### config.mk
export PLATFORM = sky130hd
export DESIGN_NAME = bpcw_gpio
export DESIGN_NICKNAME = d
export VERILOG_FILES = /design/src/bpcw_pkg.sv /design/src/bpcw_gpio.sv
export VERILOG_INCLUDE_DIRS = /design/src
export SDC_FILE = /design/constraint.sdc
export NUM_CORES = 1
export LEC_CHECK = 0
export ABC_AREA = 1
export BUFFER_PORTS_ARGS = -buffer_cell sky130_fd_sc_hd__buf_2
export CORE_MARGIN = 3
export CORE_UTILIZATION = 45
export CTS_BUF_LIST = sky130_fd_sc_hd__clkbuf_2 sky130_fd_sc_hd__clkbuf_4 sky130_fd_sc_hd__clkbuf_8
export CTS_CLUSTER_SIZE = 24
export DETAILED_ROUTE_END_ITERATION = 6
export PLACE_DENSITY = 0.69
export SLEW_MARGIN = 20
export SYNTH_ARGS = -nofsm -noshare
export SYNTH_HDL_FRONTEND = slang
export SYNTH_SLANG_ARGS = --single-unit
### constraint.sdc
create_clock -name i_mclk -period 1.6 [get_ports i_mclk]
set_clock_uncertainty 0.05 [all_clocks]
set_input_delay 0.4 -clock i_mclk [delete_from_list [all_inputs] [get_ports i_mclk]]
set_output_delay 0.4 -clock i_mclk [all_outputs]
set_load 0.005 [all_outputs]
### src/bpcw_defs.svh
// constants for the bidirectional port with change wake block
`ifndef BPCW_DEFS_SVH
`define BPCW_DEFS_SVH
`define BPCW_ADDR_PORT_A_DATA 8'h05
`define BPCW_ADDR_PORT_B_DATA 8'h06
`define BPCW_ADDR_INTCTL 8'h0b
`define BPCW_ADDR_CMP 8'h1f
`define BPCW_ADDR_OPTION 8'h81
`define BPCW_ADDR_PORT_A_DIRECTION 8'h85
`define BPCW_ADDR_PORT_B_DIRECTION 8'h86
`define BPCW_ADDR_VREF 8'h9f
`define BPCW_RST_OPTION 8'hff
`define BPCW_RST_PORT_A_DIRECTION 5'h1f
`define BPCW_RST_PORT_B_DIRECTION 8'hff
`define BPCW_RST_CMP 4'h0
`define BPCW_RST_VREF 7'h00
`define BPCW_RST_LATCH_A 5'h00
`define BPCW_RST_LATCH_B 8'h00
`define BPCW_POS_PULLUP_N 7
`define BPCW_POS_CHG_FLAG 0
`define BPCW_POS_CHG_WAKE_EN 3
`define BPCW_OD_PIN 4
`endif

### src/bpcw_pkg.sv
// types shared by the bidirectional port with change wake block
package bpcw_pkg;
    typedef logic [7:0] bpcw_byte_t;
    typedef logic [4:0] bpcw_port_a_data_t;
    typedef logic [3:0] bpcw_nib_t;
    typedef enum logic [1:0] {
        BPCW_OP_NONE = 2'b00,
        BPCW_OP_WRITE = 2'b01,
        BPCW_OP_BSET = 2'b10,
        BPCW_OP_BCLR = 2'b11
    } bpcw_op_e;
endpackage : bpcw_pkg

### src/bpcw_gpio.sv
// port a and port b pin logic with change detection and register file
//
// The address-and-strobe port was left to the implementer.
`timescale 1ns/1ps
`include "bpcw_defs.svh"
module bpcw_gpio (
    input wire logic i_mclk, // 250 MHz core clock
    input wire logic i_rstn, // async reset, active low
    input wire logic i_ce, // clock enable, freezes all state
    input wire bpcw_pkg::bpcw_byte_t i_addr, // register address
    input wire bpcw_pkg::bpcw_byte_t i_wdata, // write data
    input wire logic i_wr, // write strobe
    input wire logic i_rd, // read strobe
    input wire logic i_bit_set, // single-bit set on a port
    input wire logic i_bit_clr, // single-bit clear on a port
    input wire logic [2:0] i_bit_sel, // bit number for set or clear
    output bpcw_pkg::bpcw_byte_t o_rdata, // read data, cycle after read
    input wire bpcw_pkg::bpcw_byte_t i_pb_in, // port b pin levels
    output bpcw_pkg::bpcw_byte_t o_pb_out, // port b output latch
    output bpcw_pkg::bpcw_byte_t o_pb_oe, // port b driver enable
    output bpcw_pkg::bpcw_byte_t o_pb_pullup, // port b weak pull-up on
    output bpcw_pkg::bpcw_byte_t o_pb_schmitt, // port b schmitt buffer select
    input wire bpcw_pkg::bpcw_port_a_data_t i_pa_in, // port a pin levels
    output bpcw_pkg::bpcw_port_a_data_t o_pa_out, // port a output value
    output bpcw_pkg::bpcw_port_a_data_t o_pa_oe, // port a driver enable
    input wire logic [1:0] i_cmp_out, // comparator results
    input wire logic i_ext_int_en, // pin 0 used as external interrupt
    input wire logic i_prog_mode, // serial programming mode active
    output logic o_pin_change_flag, // change flag level
    output logic o_change_wake // wake request to core
);
    import bpcw_pkg::*;

    // pin synchronisers: three stages, accept when stages two and three agree
    logic [12:0] sync1;
    logic [12:0] sync2;
    logic [12:0] sync3;
    logic [12:0] pins_f;
    bpcw_byte_t pin_b;
    bpcw_port_a_data_t pin_a;

    always_ff @(posedge i_mclk or negedge i_rstn) begin
        if (!i_rstn) begin
            sync1 <= 13'h0000;
            sync2 <= 13'h0000;
            sync3 <= 13'h0000;
        end else if (i_ce) begin
            sync1 <= {i_pa_in, i_pb_in};
            sync2 <= sync1;
            sync3 <= sync2;
        end
    end

    // per-bit filter; a lone glitch of one cycle never reaches the pins view
    always_ff @(posedge i_mclk or negedge i_rstn) begin
        if (!i_rstn) begin
            pins_f <= 13'h0000;
        end else if (i_ce) begin
            pins_f <= (sync2 & ~(sync2 ^ sync3)) | (pins_f & (sync2 ^ sync3));
        end
    end

    assign pin_b = pins_f[7:0];
    assign pin_a = pins_f[12:8];

    // register state
    bpcw_byte_t latch_b;
    bpcw_port_a_data_t latch_a;
    bpcw_byte_t dir_b;
    bpcw_port_a_data_t dir_a;
    bpcw_byte_t option;
    logic [3:0] cmp_ctl;
    logic [6:0] vref_ctl;
    bpcw_nib_t ref_b;
    logic chg_flag;
    logic chg_wake_en;
    bpcw_op_e op;
    bpcw_byte_t next_latch_b;
    bpcw_port_a_data_t next_latch_a;
    bpcw_byte_t bit_mask;
    logic sel_a;
    logic sel_b;
    logic acc_b;
    bpcw_nib_t mismatch;
    logic chg_clear;

    assign sel_a = (i_addr == `BPCW_ADDR_PORT_A_DATA);
    assign sel_b = (i_addr == `BPCW_ADDR_PORT_B_DATA);
    assign bit_mask = 8'h01 << i_bit_sel;

    always_comb begin
        if (i_wr) begin
            op = BPCW_OP_WRITE;
        end else if (i_bit_set) begin
            op = BPCW_OP_BSET;
        end else if (i_bit_clr) begin
            op = BPCW_OP_BCLR;
        end else begin
            op = BPCW_OP_NONE;
        end
    end

    // bit ops start from pin levels, so inputs overwrite their latch bits
    always_comb begin
        case (op)
            BPCW_OP_WRITE: begin
                next_latch_b = i_wdata;
                next_latch_a = i_wdata[4:0];
            end
            BPCW_OP_BSET: begin
                next_latch_b = pin_b | bit_mask;
                next_latch_a = pin_a | bit_mask[4:0];
            end
            BPCW_OP_BCLR: begin
                next_latch_b = pin_b & ~bit_mask;
                next_latch_a = pin_a & ~bit_mask[4:0];
            end
            default: begin
                next_latch_b = latch_b;
                next_latch_a = latch_a;
            end
        endcase
    end

    // latch takes the value at the edge ending the access cycle
    always_ff @(posedge i_mclk or negedge i_rstn) begin
        if (!i_rstn) begin
            latch_b <= `BPCW_RST_LATCH_B;
        end else if (i_ce && sel_b && op != BPCW_OP_NONE) begin
            latch_b <= next_latch_b;
        end
    end

    always_ff @(posedge i_mclk or negedge i_rstn) begin
        if (!i_rstn) begin
            latch_a <= `BPCW_RST_LATCH_A;
        end else if (i_ce && sel_a && op != BPCW_OP_NONE) begin
            latch_a <= next_latch_a;
        end
    end

    // direction and option registers
    always_ff @(posedge i_mclk or negedge i_rstn) begin
        if (!i_rstn) begin
            dir_b <= `BPCW_RST_PORT_B_DIRECTION;
            dir_a <= `BPCW_RST_PORT_A_DIRECTION;
            option <= `BPCW_RST_OPTION;
        end else if (i_ce && i_wr) begin
            if (i_addr == `BPCW_ADDR_PORT_B_DIRECTION) begin
                dir_b <= i_wdata;
            end
            if (i_addr == `BPCW_ADDR_PORT_A_DIRECTION) begin
                dir_a <= i_wdata[4:0];
            end
            if (i_addr == `BPCW_ADDR_OPTION) begin
                option <= i_wdata;
            end
        end
    end

    // comparator and reference controls are only stored here
    always_ff @(posedge i_mclk or negedge i_rstn) begin
        if (!i_rstn) begin
            cmp_ctl <= `BPCW_RST_CMP;
            vref_ctl <= `BPCW_RST_VREF;
        end else if (i_ce && i_wr) begin
            if (i_addr == `BPCW_ADDR_CMP) begin
                cmp_ctl <= i_wdata[3:0];
            end
            if (i_addr == `BPCW_ADDR_VREF) begin
                vref_ctl <= {i_wdata[7:5], i_wdata[3:0]};
            end
        end
    end

    // change detection on upper four input pins
    assign acc_b = sel_b && (i_rd || op != BPCW_OP_NONE);
    assign mismatch = (pin_b[7:4] ^ ref_b) & dir_b[7:4];

    // reference sampled at the access edge; a pin differing from it on that
    // same edge still sets the flag through the mismatch seen there
    always_ff @(posedge i_mclk or negedge i_rstn) begin
        if (!i_rstn) begin
            ref_b <= 4'h0;
        end else if (i_ce && acc_b) begin
            ref_b <= pin_b[7:4];
        end
    end

    assign chg_clear = i_wr && (i_addr == `BPCW_ADDR_INTCTL)
        && !i_wdata[`BPCW_POS_CHG_FLAG];

    // set beats clear, so the flag cannot be cleared while a mismatch holds
    always_ff @(posedge i_mclk or negedge i_rstn) begin
        if (!i_rstn) begin
            chg_flag <= 1'b0;
        end else if (i_ce) begin
            if (|mismatch) begin
                chg_flag <= 1'b1;
            end else if (chg_clear) begin
                chg_flag <= 1'b0;
            end
        end
    end

    always_ff @(posedge i_mclk or negedge i_rstn) begin
        if (!i_rstn) begin
            chg_wake_en <= 1'b0;
        end else if (i_ce && i_wr && i_addr == `BPCW_ADDR_INTCTL) begin
            chg_wake_en <= i_wdata[`BPCW_POS_CHG_WAKE_EN];
        end
    end

    // read data, sampled pins captured at the read edge
    always_ff @(posedge i_mclk or negedge i_rstn) begin
        if (!i_rstn) begin
            o_rdata <= 8'h00;
        end else if (i_ce) begin
            if (i_rd) begin
                case (i_addr)
                    `BPCW_ADDR_PORT_A_DATA: o_rdata <= {3'h0, pin_a};
                    `BPCW_ADDR_PORT_B_DATA: o_rdata <= pin_b;
                    `BPCW_ADDR_INTCTL: begin
                        o_rdata <= {4'h0, chg_wake_en, 2'h0, chg_flag};
                    end
                    `BPCW_ADDR_CMP: begin
                        o_rdata <= {i_cmp_out, 2'h0, cmp_ctl[3:0]};
                    end
                    `BPCW_ADDR_OPTION: o_rdata <= option;
                    `BPCW_ADDR_PORT_A_DIRECTION: o_rdata <= {3'h0, dir_a};
                    `BPCW_ADDR_PORT_B_DIRECTION: o_rdata <= dir_b;
                    `BPCW_ADDR_VREF: begin
                        o_rdata <= {vref_ctl[6:4], 1'h0, vref_ctl[3:0]};
                    end
                    default: o_rdata <= 8'h00;
                endcase
            end else begin
                o_rdata <= 8'h00;
            end
        end
    end

    // pin drivers
    assign o_pb_out = latch_b;
    assign o_pb_oe = ~dir_b;
    assign o_pb_pullup = {8{~option[`BPCW_POS_PULLUP_N]}} & dir_b;
    assign o_pb_schmitt = {{2{i_prog_mode}}, 5'h00, i_ext_int_en};

    // open-drain pin pulls low only; a high latch lets it float
    always_comb begin
        o_pa_out = latch_a;
        o_pa_oe = ~dir_a;
        o_pa_out[`BPCW_OD_PIN] = 1'b0;
        o_pa_oe[`BPCW_OD_PIN] = ~dir_a[`BPCW_OD_PIN] & ~latch_a[`BPCW_OD_PIN];
    end

    assign o_pin_change_flag = chg_flag;
    assign o_change_wake = chg_flag & chg_wake_en;
endmodule : bpcw_gpio

# Word-level counts from Yosys, hierarchy flattened

Cells that the tools add are included.
Widths: inputs -> output; s select.

Eq/ne operators: 11
Shifts and indexed selects: 1
Multiplexer cells: 9
Bitwise gates (word level): 21
Reduce and logical (&&, ||, !) cells: 24

Operators with widths:

| cell                | count |
|---|---|
| $pmux 8 s8          | 1 |
| $eq 8x8->1 const B  | 4 |
| $and 13x13->13      | 2 |
| $pmux 8 s3          | 1 |
| $and 8x8->8         | 2 |
| $eq 8x3->1 const B  | 2 |
| $not 8->8           | 2 |
| $reduce_and 2->1    | 8 |
| $pmux 5 s3          | 1 |
| $not 13->13         | 1 |
| $or 13x13->13       | 1 |
| $xor 13x13->13      | 1 |
| $logic_and 1x1->1   | 10 |
| $eq 8x4->1 const B  | 1 |
| $eq 8x5->1 const B  | 1 |
| $mux 8              | 1 |
| $or 8x8->8          | 1 |
| $shl 1x3->8 const A | 1 |
| $mux 2              | 3 |
| $and 5x5->5         | 1 |
| $not 5->5           | 1 |
| $or 5x5->5          | 1 |
| $and 4x4->4         | 1 |
| $eq 2x2->1 const B  | 2 |
| 11 further kinds    | 16 |

Bits in registers: 111
Input bits: 43
Output and inout bits: 52
Logic and storage cells: 81

# Logic depth before layout (Yosys ltp)

Gate-level depths: netlist of run 1.

Depth after elaboration: 7
Mapped depth: 10
Depth with buffers taken out: 9

# Worst setup path before layout of run 1

No wires, ideal clock.

Path kind: input to register
Start: input i_addr[6]
End: register vref_ctl[2]
Setup time: 0.125 ns
Arrival: 1.369 ns
Required time: 1.425 ns
Path slack: 0.056 ns
Stages: 6
Path buffers: 0
Cell sequence: inv_1 -> nand2_2 -> nor2_2 -> nand2_2 -> nor2_8 -> mux2_4

Word-level cells in the longest chain between the ends: 2

Ends and longest elaborated chain:

| element                           | line             | text |
|---|---|---|
| start: declaration                | bpcw_gpio.sv:10  | `input wire bpcw_pkg::bpcw_byte_t i_addr,` |
| $eq 8x8->1                        | -                |  |
| $reduce_and 2->1 (no source line) | -                |  |
| end signal: assignment            | bpcw_gpio.sv:165 | `` vref_ctl <= `BPCW_RST_VREF; `` |
| end signal: assignment            | bpcw_gpio.sv:171 | `vref_ctl <= {i_wdata[7:5], i_wdata[3:0]};` |
| end: declaration                  | bpcw_gpio.sv:73  | `logic [6:0] vref_ctl;` |

Every way passes these cells.
A chain may end at the register's enable or synchronous reset.

# Final worst setup path of run 1

Start: register option[7]
End: output o_pb_pullup[6]

Word-level cells in the longest chain between the ends: 2

Ends and longest elaborated chain:

| element                  | line             | text |
|---|---|---|
| start: declaration       | bpcw_gpio.sv:71  | `bpcw_byte_t option;` |
| start signal: assignment | bpcw_gpio.sv:147 | `` option <= `BPCW_RST_OPTION; `` |
| start signal: assignment | bpcw_gpio.sv:156 | `option <= i_wdata;` |
| $not 1->1                | bpcw_gpio.sv:246 | `` assign o_pb_pullup = {8{~option[`BPCW_POS_PULLUP_N]}} & dir_b; `` |
| $and 8x8->8              | bpcw_gpio.sv:246 |  |
| end: declaration         | bpcw_gpio.sv:21  | `output bpcw_pkg::bpcw_byte_t o_pb_pullup,` |

Every way passes these cells.

==> run_results.csv, run 1 <==
group,metric,value,unit
run_status,outcome,"complete, but fails checks",
grt,grt_overflow,0,
worst_setup_path,rr_endpoint,"o_pin_change_flag$_DFFE_PN0P_",
yosys,synth_area_per_cell,7.99,µm²
layout,antenna_cells,0,
clocking,cts_tree,"built",
pwr,p_leak,3.57,nW
pwr,ir_worst_vdd,0.644,mV
clocking,cts_buffer_depth,2,
sta,worst_pin_slew,0.516,ns
layout,multiInputGateArea,0.00223,mm²
sta,timing.final.ws_setup,-0.0756,ns
detailed_routing,drt_wl_total,14200,µm
layout,layout_commonest_cell,"nand2_1",
hold_path,min_from,"i_pa_in[4]",
clocking,cts.clk_slew.worst_paths,0.11,ns
layout,fillCellCount,1073,
sta,relSlewSlack,65.3,%
clocking,numCtsBuffers,9,
worst_setup_path,crit_chain,"nor2_1 > buf_2",
die,die_area,0.0136,mm²
yosys,ys_seq_area_share,51.0,%
clocking,clock_latency,0.39,ns
worst_setup_path,rrSetupSlack,0.09,ns
clocking,clockRootBuffer,"clkbuf_8",
layout,layout_common_cells,"nand2_1, dfrtp_1, buf_2",
clocking,clock_sinks,111,
placed_design,place_ws,-0.0849,ns
yosys,synth_cells,688,
die,initial_utilization,47.1,%
layout,regArea,0.00280,mm²
layout,syn_to_final_growth,19.0,%
run,maxCapViolations,0,
grt,antenna_found_initial,0,
sta,min_period_over_period,105,%
worst_setup_path,crit_slowest_cell,"dfstp_2",
die,num_rows,39,
sta,max_freq,0.597,GHz
layout,fin_nets,843,
worst_setup_path,worstPathMaxFanout,9,
run_status,violations,"negative setup slack",
sta,fin_crit,1.68,ns
sta,maxSlewViolCount,0,
detailed_routing,vias,4812,
clocking,htreeDepth,3,
worst_setup_path,critPathArrivalTime,1.23,ns
grt,track_usage,22.0,%
worst_setup_path,worst-setup-path-type,"register to output pin",
hold_path,min_path_type,"input port to register",
grt,grt_max_degree,74,
yosys,yosys_warnings,0,
die,ioPinCount,95,
detailed_routing,ant_nets,0,
sta,tns,-0.555,ns
die,dieWidth,117,µm
detailed_routing,first_pass_iters,5,
die,dieHeight,117,µm
placed_design,place_congestion,0.931,
pwr,p_per_area,853,mW/mm²
detailed_routing,avgRoutedWirePerCell,14.9,µm
sta,rsz0062_at_grt,"true",
placed_design,hpwlAfterDp,10600,µm
hold_path,hold_end,"sync1[12]$_DFFE_PN0P_",
yosys,netlist_area,0.00550,mm²
yosys,synthDistinctLibCells,30,
detailed_routing,via_per_inst,5.08,
worst_setup_path,worstPathRequired,1.15,ns
layout,layout-drive-gt1-share,25.6,%
yosys,synth_seq_cells,111,
placed_design,port_buffers,83,
detailed_routing,drtIter0Drc,356,
worst_setup_path,ff2ff_path_depth,4,
sta,hold_viol,0,
detailed_routing,drc_errors,0,
die,core-area,0.0117,mm²
sta,setup_viol,8,
worst_setup_path,cp-start-kind,"register",
worst_setup_path,critical-path-max-stage-delay,0.64,ns
sta,holdWs,0.152,ns
worst_setup_path,end_kind,"output pin",
grt,grt_pass1_vias,4534,
hold_path,whs_path_depth,3,
grt,grt_pass1_wl,23100,µm
## metal layers
metal / wire length (µm) / vias up / GRT usage [%]
li1: - / 2392 / -
met1: 6560 / 2242 / 32.4
met2: 6350 / 166 / 34.3
met3: 1120 / 12 / 4.04
met4: 126 / 0 / 4.97
met5: 0 / - / 0
## Yosys cell counts, drive strengths merged
library cell  number  area (µm²)
nand3             64         325
o21ai             65         329
o31ai              2        15.0
buf               28         185
inv               73         274
o211ai             3        22.5
nor2              66         329
nand2            223         855
o21a              10        75.1
mux2               6        82.6
conb               1        3.75
nor3               3        15.0
a21oi             19        98.9
a211oi             1        20.0
a31oi              5        31.3
dfrtp             90        2250
nand4              1        6.26
clkbuf             7        26.3
dfstp             21         552
## critical path, delay by kind of cell (launching register included)
kind          cells  cell delay (ns)
buf+inv           1             0.13
simple gates      1             0.07
flops             1             0.64
## worst max path at each step
| stage | start | endpoint | slack, ns | cells past startpoint |
|---|---|---|---|---|
| 3_3_place_gp | i_addr[3] | o_pb_out[4]$_DFFE_PN0P_ | -0.05 | 8 |
| 3_5_place_dp | i_addr[3] | o_pb_out[4]$_DFFE_PN0P_ | -0.08 | 8 |
| 6_report | option[7]$_DFFE_PN1P_ | o_pb_pullup[6] | -0.08 | 2 |
| 4_1_cts | option[7]$_DFFE_PN1P_ | o_pb_pullup[7] | -0.09 | 2 |
| 5_1_grt | option[7]$_DFFE_PN1P_ | o_pb_pullup[2] | -0.13 | 2 |
| 2_1_floorplan | i_addr[6] | vref_ctl[2]$_DFFE_PN0P_ | 0.06 | 6 |
## kinds of logic (layout without fill, tap and decap cells)
group | after synthesis | after routing | share of synthesized area (%)
other | 1 | 6 | 0.0682
buffers and inverters | 108 | 220 | 8.83
flip-flops | 111 | 111 | 51.0
multiplexers | 6 | 6 | 1.50
AND/OR/NAND/NOR | 357 | 357 | 27.8
AO/OA/AOI/OAI | 105 | 105 | 10.8
## metrics by stage
step	utilization, %	total power, mW	instances	instance area [µm²]
3_5_place_dp	53.2	3.95	915	6210
2_1_floorplan	-	3.61	693	5520
6_report	56.1	5.58	948	6540
4_1_cts	55.4	5.63	939	6460
5_1_grt	56.1	5.88	948	6540
3_3_place_gp	53.2	3.92	915	6210
## report_power, final
group	internal [mW]	switching, mW
clock	0.599	1.05
sequential	3.03	0.134
combinational	0.300	0.470
total	3.93	1.66
## final cells by class
type                            count  share of cell area (%)
Clock buffer                        9                    1.89
Sequential cell                   111                    42.8
Tap cell                          143                    2.73
Inverter                           73                    4.23
Clock inverter                      7                   0.956
Multi-Input combinational cell    474                    34.1
Timing Repair Buffer              131                    13.3
## timing repair
item,4_1_cts,5_1_grt
hold endpoints to repair,71,0
pin swaps,0,1
hold buffers,1,0
resized for setup,3,8
buffers inserted,7,9
setup endpoints to repair,16,19
(Power assumes the default switching activity.)
==> run 2: changes to the inputs <==
- TNS_END_PERCENT: not set -> 20
- clock period: 1.6 -> 2 ns (I/O delays scaled with it)
==> run_results.csv, run 2 (same netlist as run 1, synthesis figures left out) <==
group,metric,value,unit
placed_design,place_congestion,0.912,
layout,layout-drive-gt1-share,21.5,%
sta,maxSlewViolCount,0,
clocking,clockRootBuffer,"clkbuf_8",
clocking,numCtsBuffers,9,
sta,hold_viol,0,
sta,min_period_over_period,89.3,%
pwr,power_frac_clock,30.3,%
detailed_routing,met1_length,6270,µm
pwr,seqPwrFrac,57.0,%
detailed_routing,drt_wl_total,13900,µm
grt,grt_pass1_vias,4450,
sta,tns,0,ns
grt,grt_max_degree,67,
placed_design,hpwlAfterDp,10300,µm
hold_path,min_path_type,"input port to register",
layout,final_util,53.6,%
clocking,clock_sinks,111,
detailed_routing,ant_nets,0,
pwr,p_switching,1.30,mW
layout,finalInstanceArea,0.00625,mm²
clocking,clock_latency,0.39,ns
detailed_routing,drtIter0Drc,310,
die,ioPinCount,95,
worst_setup_path,worst-setup-path-type,"register to output pin",
pwr,p_int,3.14,mW
die,die_area,0.0136,mm²
sta,setup_viol,0,
worst_setup_path,worstPathMaxFanout,5,
worst_setup_path,worstPathRequired,1.45,ns
sta,worst_pin_slew,0.605,ns
placed_design,port_buffers,83,
detailed_routing,wl_met2,6240,µm
layout,fin_nets,811,
clocking,cts.repair.resized,0,
run,maxCapViolations,0,
pwr,ir_worst_vdd,0.549,mV
clocking,cts_tree,"built",
detailed_routing,drc_errors,0,
die,dieWidth,117,µm
sta,relSlewSlack,59.3,%
pwr,p_leak,3.43,nW
worst_setup_path,cp-start-kind,"register",
worst_setup_path,end_kind,"output pin",
layout,layout_commonest_cell,"nand2_1",
detailed_routing,first_pass_iters,5,
placed_design,place_area,0.00604,mm²
detailed_routing,top_layer_used,"met4",
layout,layout_common_cells,"nand2_1, dfrtp_1, buf_2",
worst_setup_path,critPathArrivalTime,1.24,ns
grt,antenna_found_initial,0,
detailed_routing,avgRoutedWirePerCell,15.1,µm
die,core-area,0.0117,mm²
detailed_routing,wl_met3,1010,µm
clocking,cts_buffer_depth,2,
pwr,p_per_area,712,mW/mm²
clocking,htreeDepth,3,
detailed_routing,via_per_inst,5.15,
detailed_routing,vias,4713,
sta,max_freq,0.560,GHz
grt,grt_overflow,0,
pwr,pwr-share-comb,12.7,%
layout,antenna_cells,0,
sta,fin_crit,1.79,ns
die,dieHeight,117,µm
grt,track_usage,21.5,%
sta,holdWs,0.248,ns
grt,grt_pass1_wl,22500,µm
layout,syn_to_final_growth,13.6,%
die,initial_utilization,47.1,%
pwr,power.share.switching,29.3,%
sta,rsz0062_at_grt,"false",
run_status,outcome,"finished clean",
die,num_rows,39,
clocking,cts.clk_slew.worst_paths,0.11,ns
[run 2: cell type report]
type | instances | area (µm²)
Clock buffer | 10 | 138
Clock inverter | 6 | 58.8
Fill cell | 1129 | 5420
Inverter | 73 | 274
Multi-Input combinational cell | 474 | 2230
Sequential cell | 111 | 2800
Tap cell | 143 | 179
Timing Repair Buffer | 99 | 566
[run 2: layer usage]
metal,vias up,global-route usage (%)
met5,-,0
met4,0,7.26
li1,2330,-
met2,159,32.9
met3,30,5.54
met1,2194,30.0
[run 2: per-stage QoR]
step                      power (mW)  setup WS (ns)  cells
after CTS                       4.50          0.191    916
after global placement          3.12          0.149    899
after floorplan                 2.89          0.356    693
after detailed placement        3.14          0.106    899
after global routing            4.69          0.128    916
final                           4.45          0.213    916
[run 2: timing repair]
action,4_1_cts,5_1_grt
hold buffers,1,0
setup buffers,0,0
hold endpoints to repair,18,0
[run 2: final timing paths]
check / end / from / cells past startpoint / slack (ns)
worst max-delay path: o_pb_pullup[7] / dir_b[7]$_DFFE_PN1P_ / 3 / 0.21
worst min-delay path: sync1[10]$_DFFE_PN0P_ / i_pa_in[2] / 3 / 0.25
worst max register to register: o_pin_change_flag$_DFFE_PN0P_ / register / 4 / 0.44
worst min register to register: sync1[12]$_DFFE_PN0P_ / sync1[12]$_DFFE_PN0P_ / 2 / 0.43
max in group asynchronous: dir_a[4]$_DFFE_PN1P_ / i_rstn / 3 / 0.73
min in group asynchronous: o_rdata[0]$_DFFE_PN0P_ / i_rstn / 2 / 0.48
[run 2: power by group through the flow]
stage	Combinational, mW	Sequential [mW]	Clock (mW)
finish	0.566	2.53	1.35
global route	0.655	2.55	1.48
CTS	0.572	2.53	1.39
detailed placement	0.569	2.58	0
global placement	0.552	2.57	0
floorplan	0.351	2.53	0
[run 2: worst max-delay path: stages, from the launching register on]
cell and delay [ns]:
dfstp_2 0.53, inv_1 0.09, nor2_1 0.10, buf_2 0.12
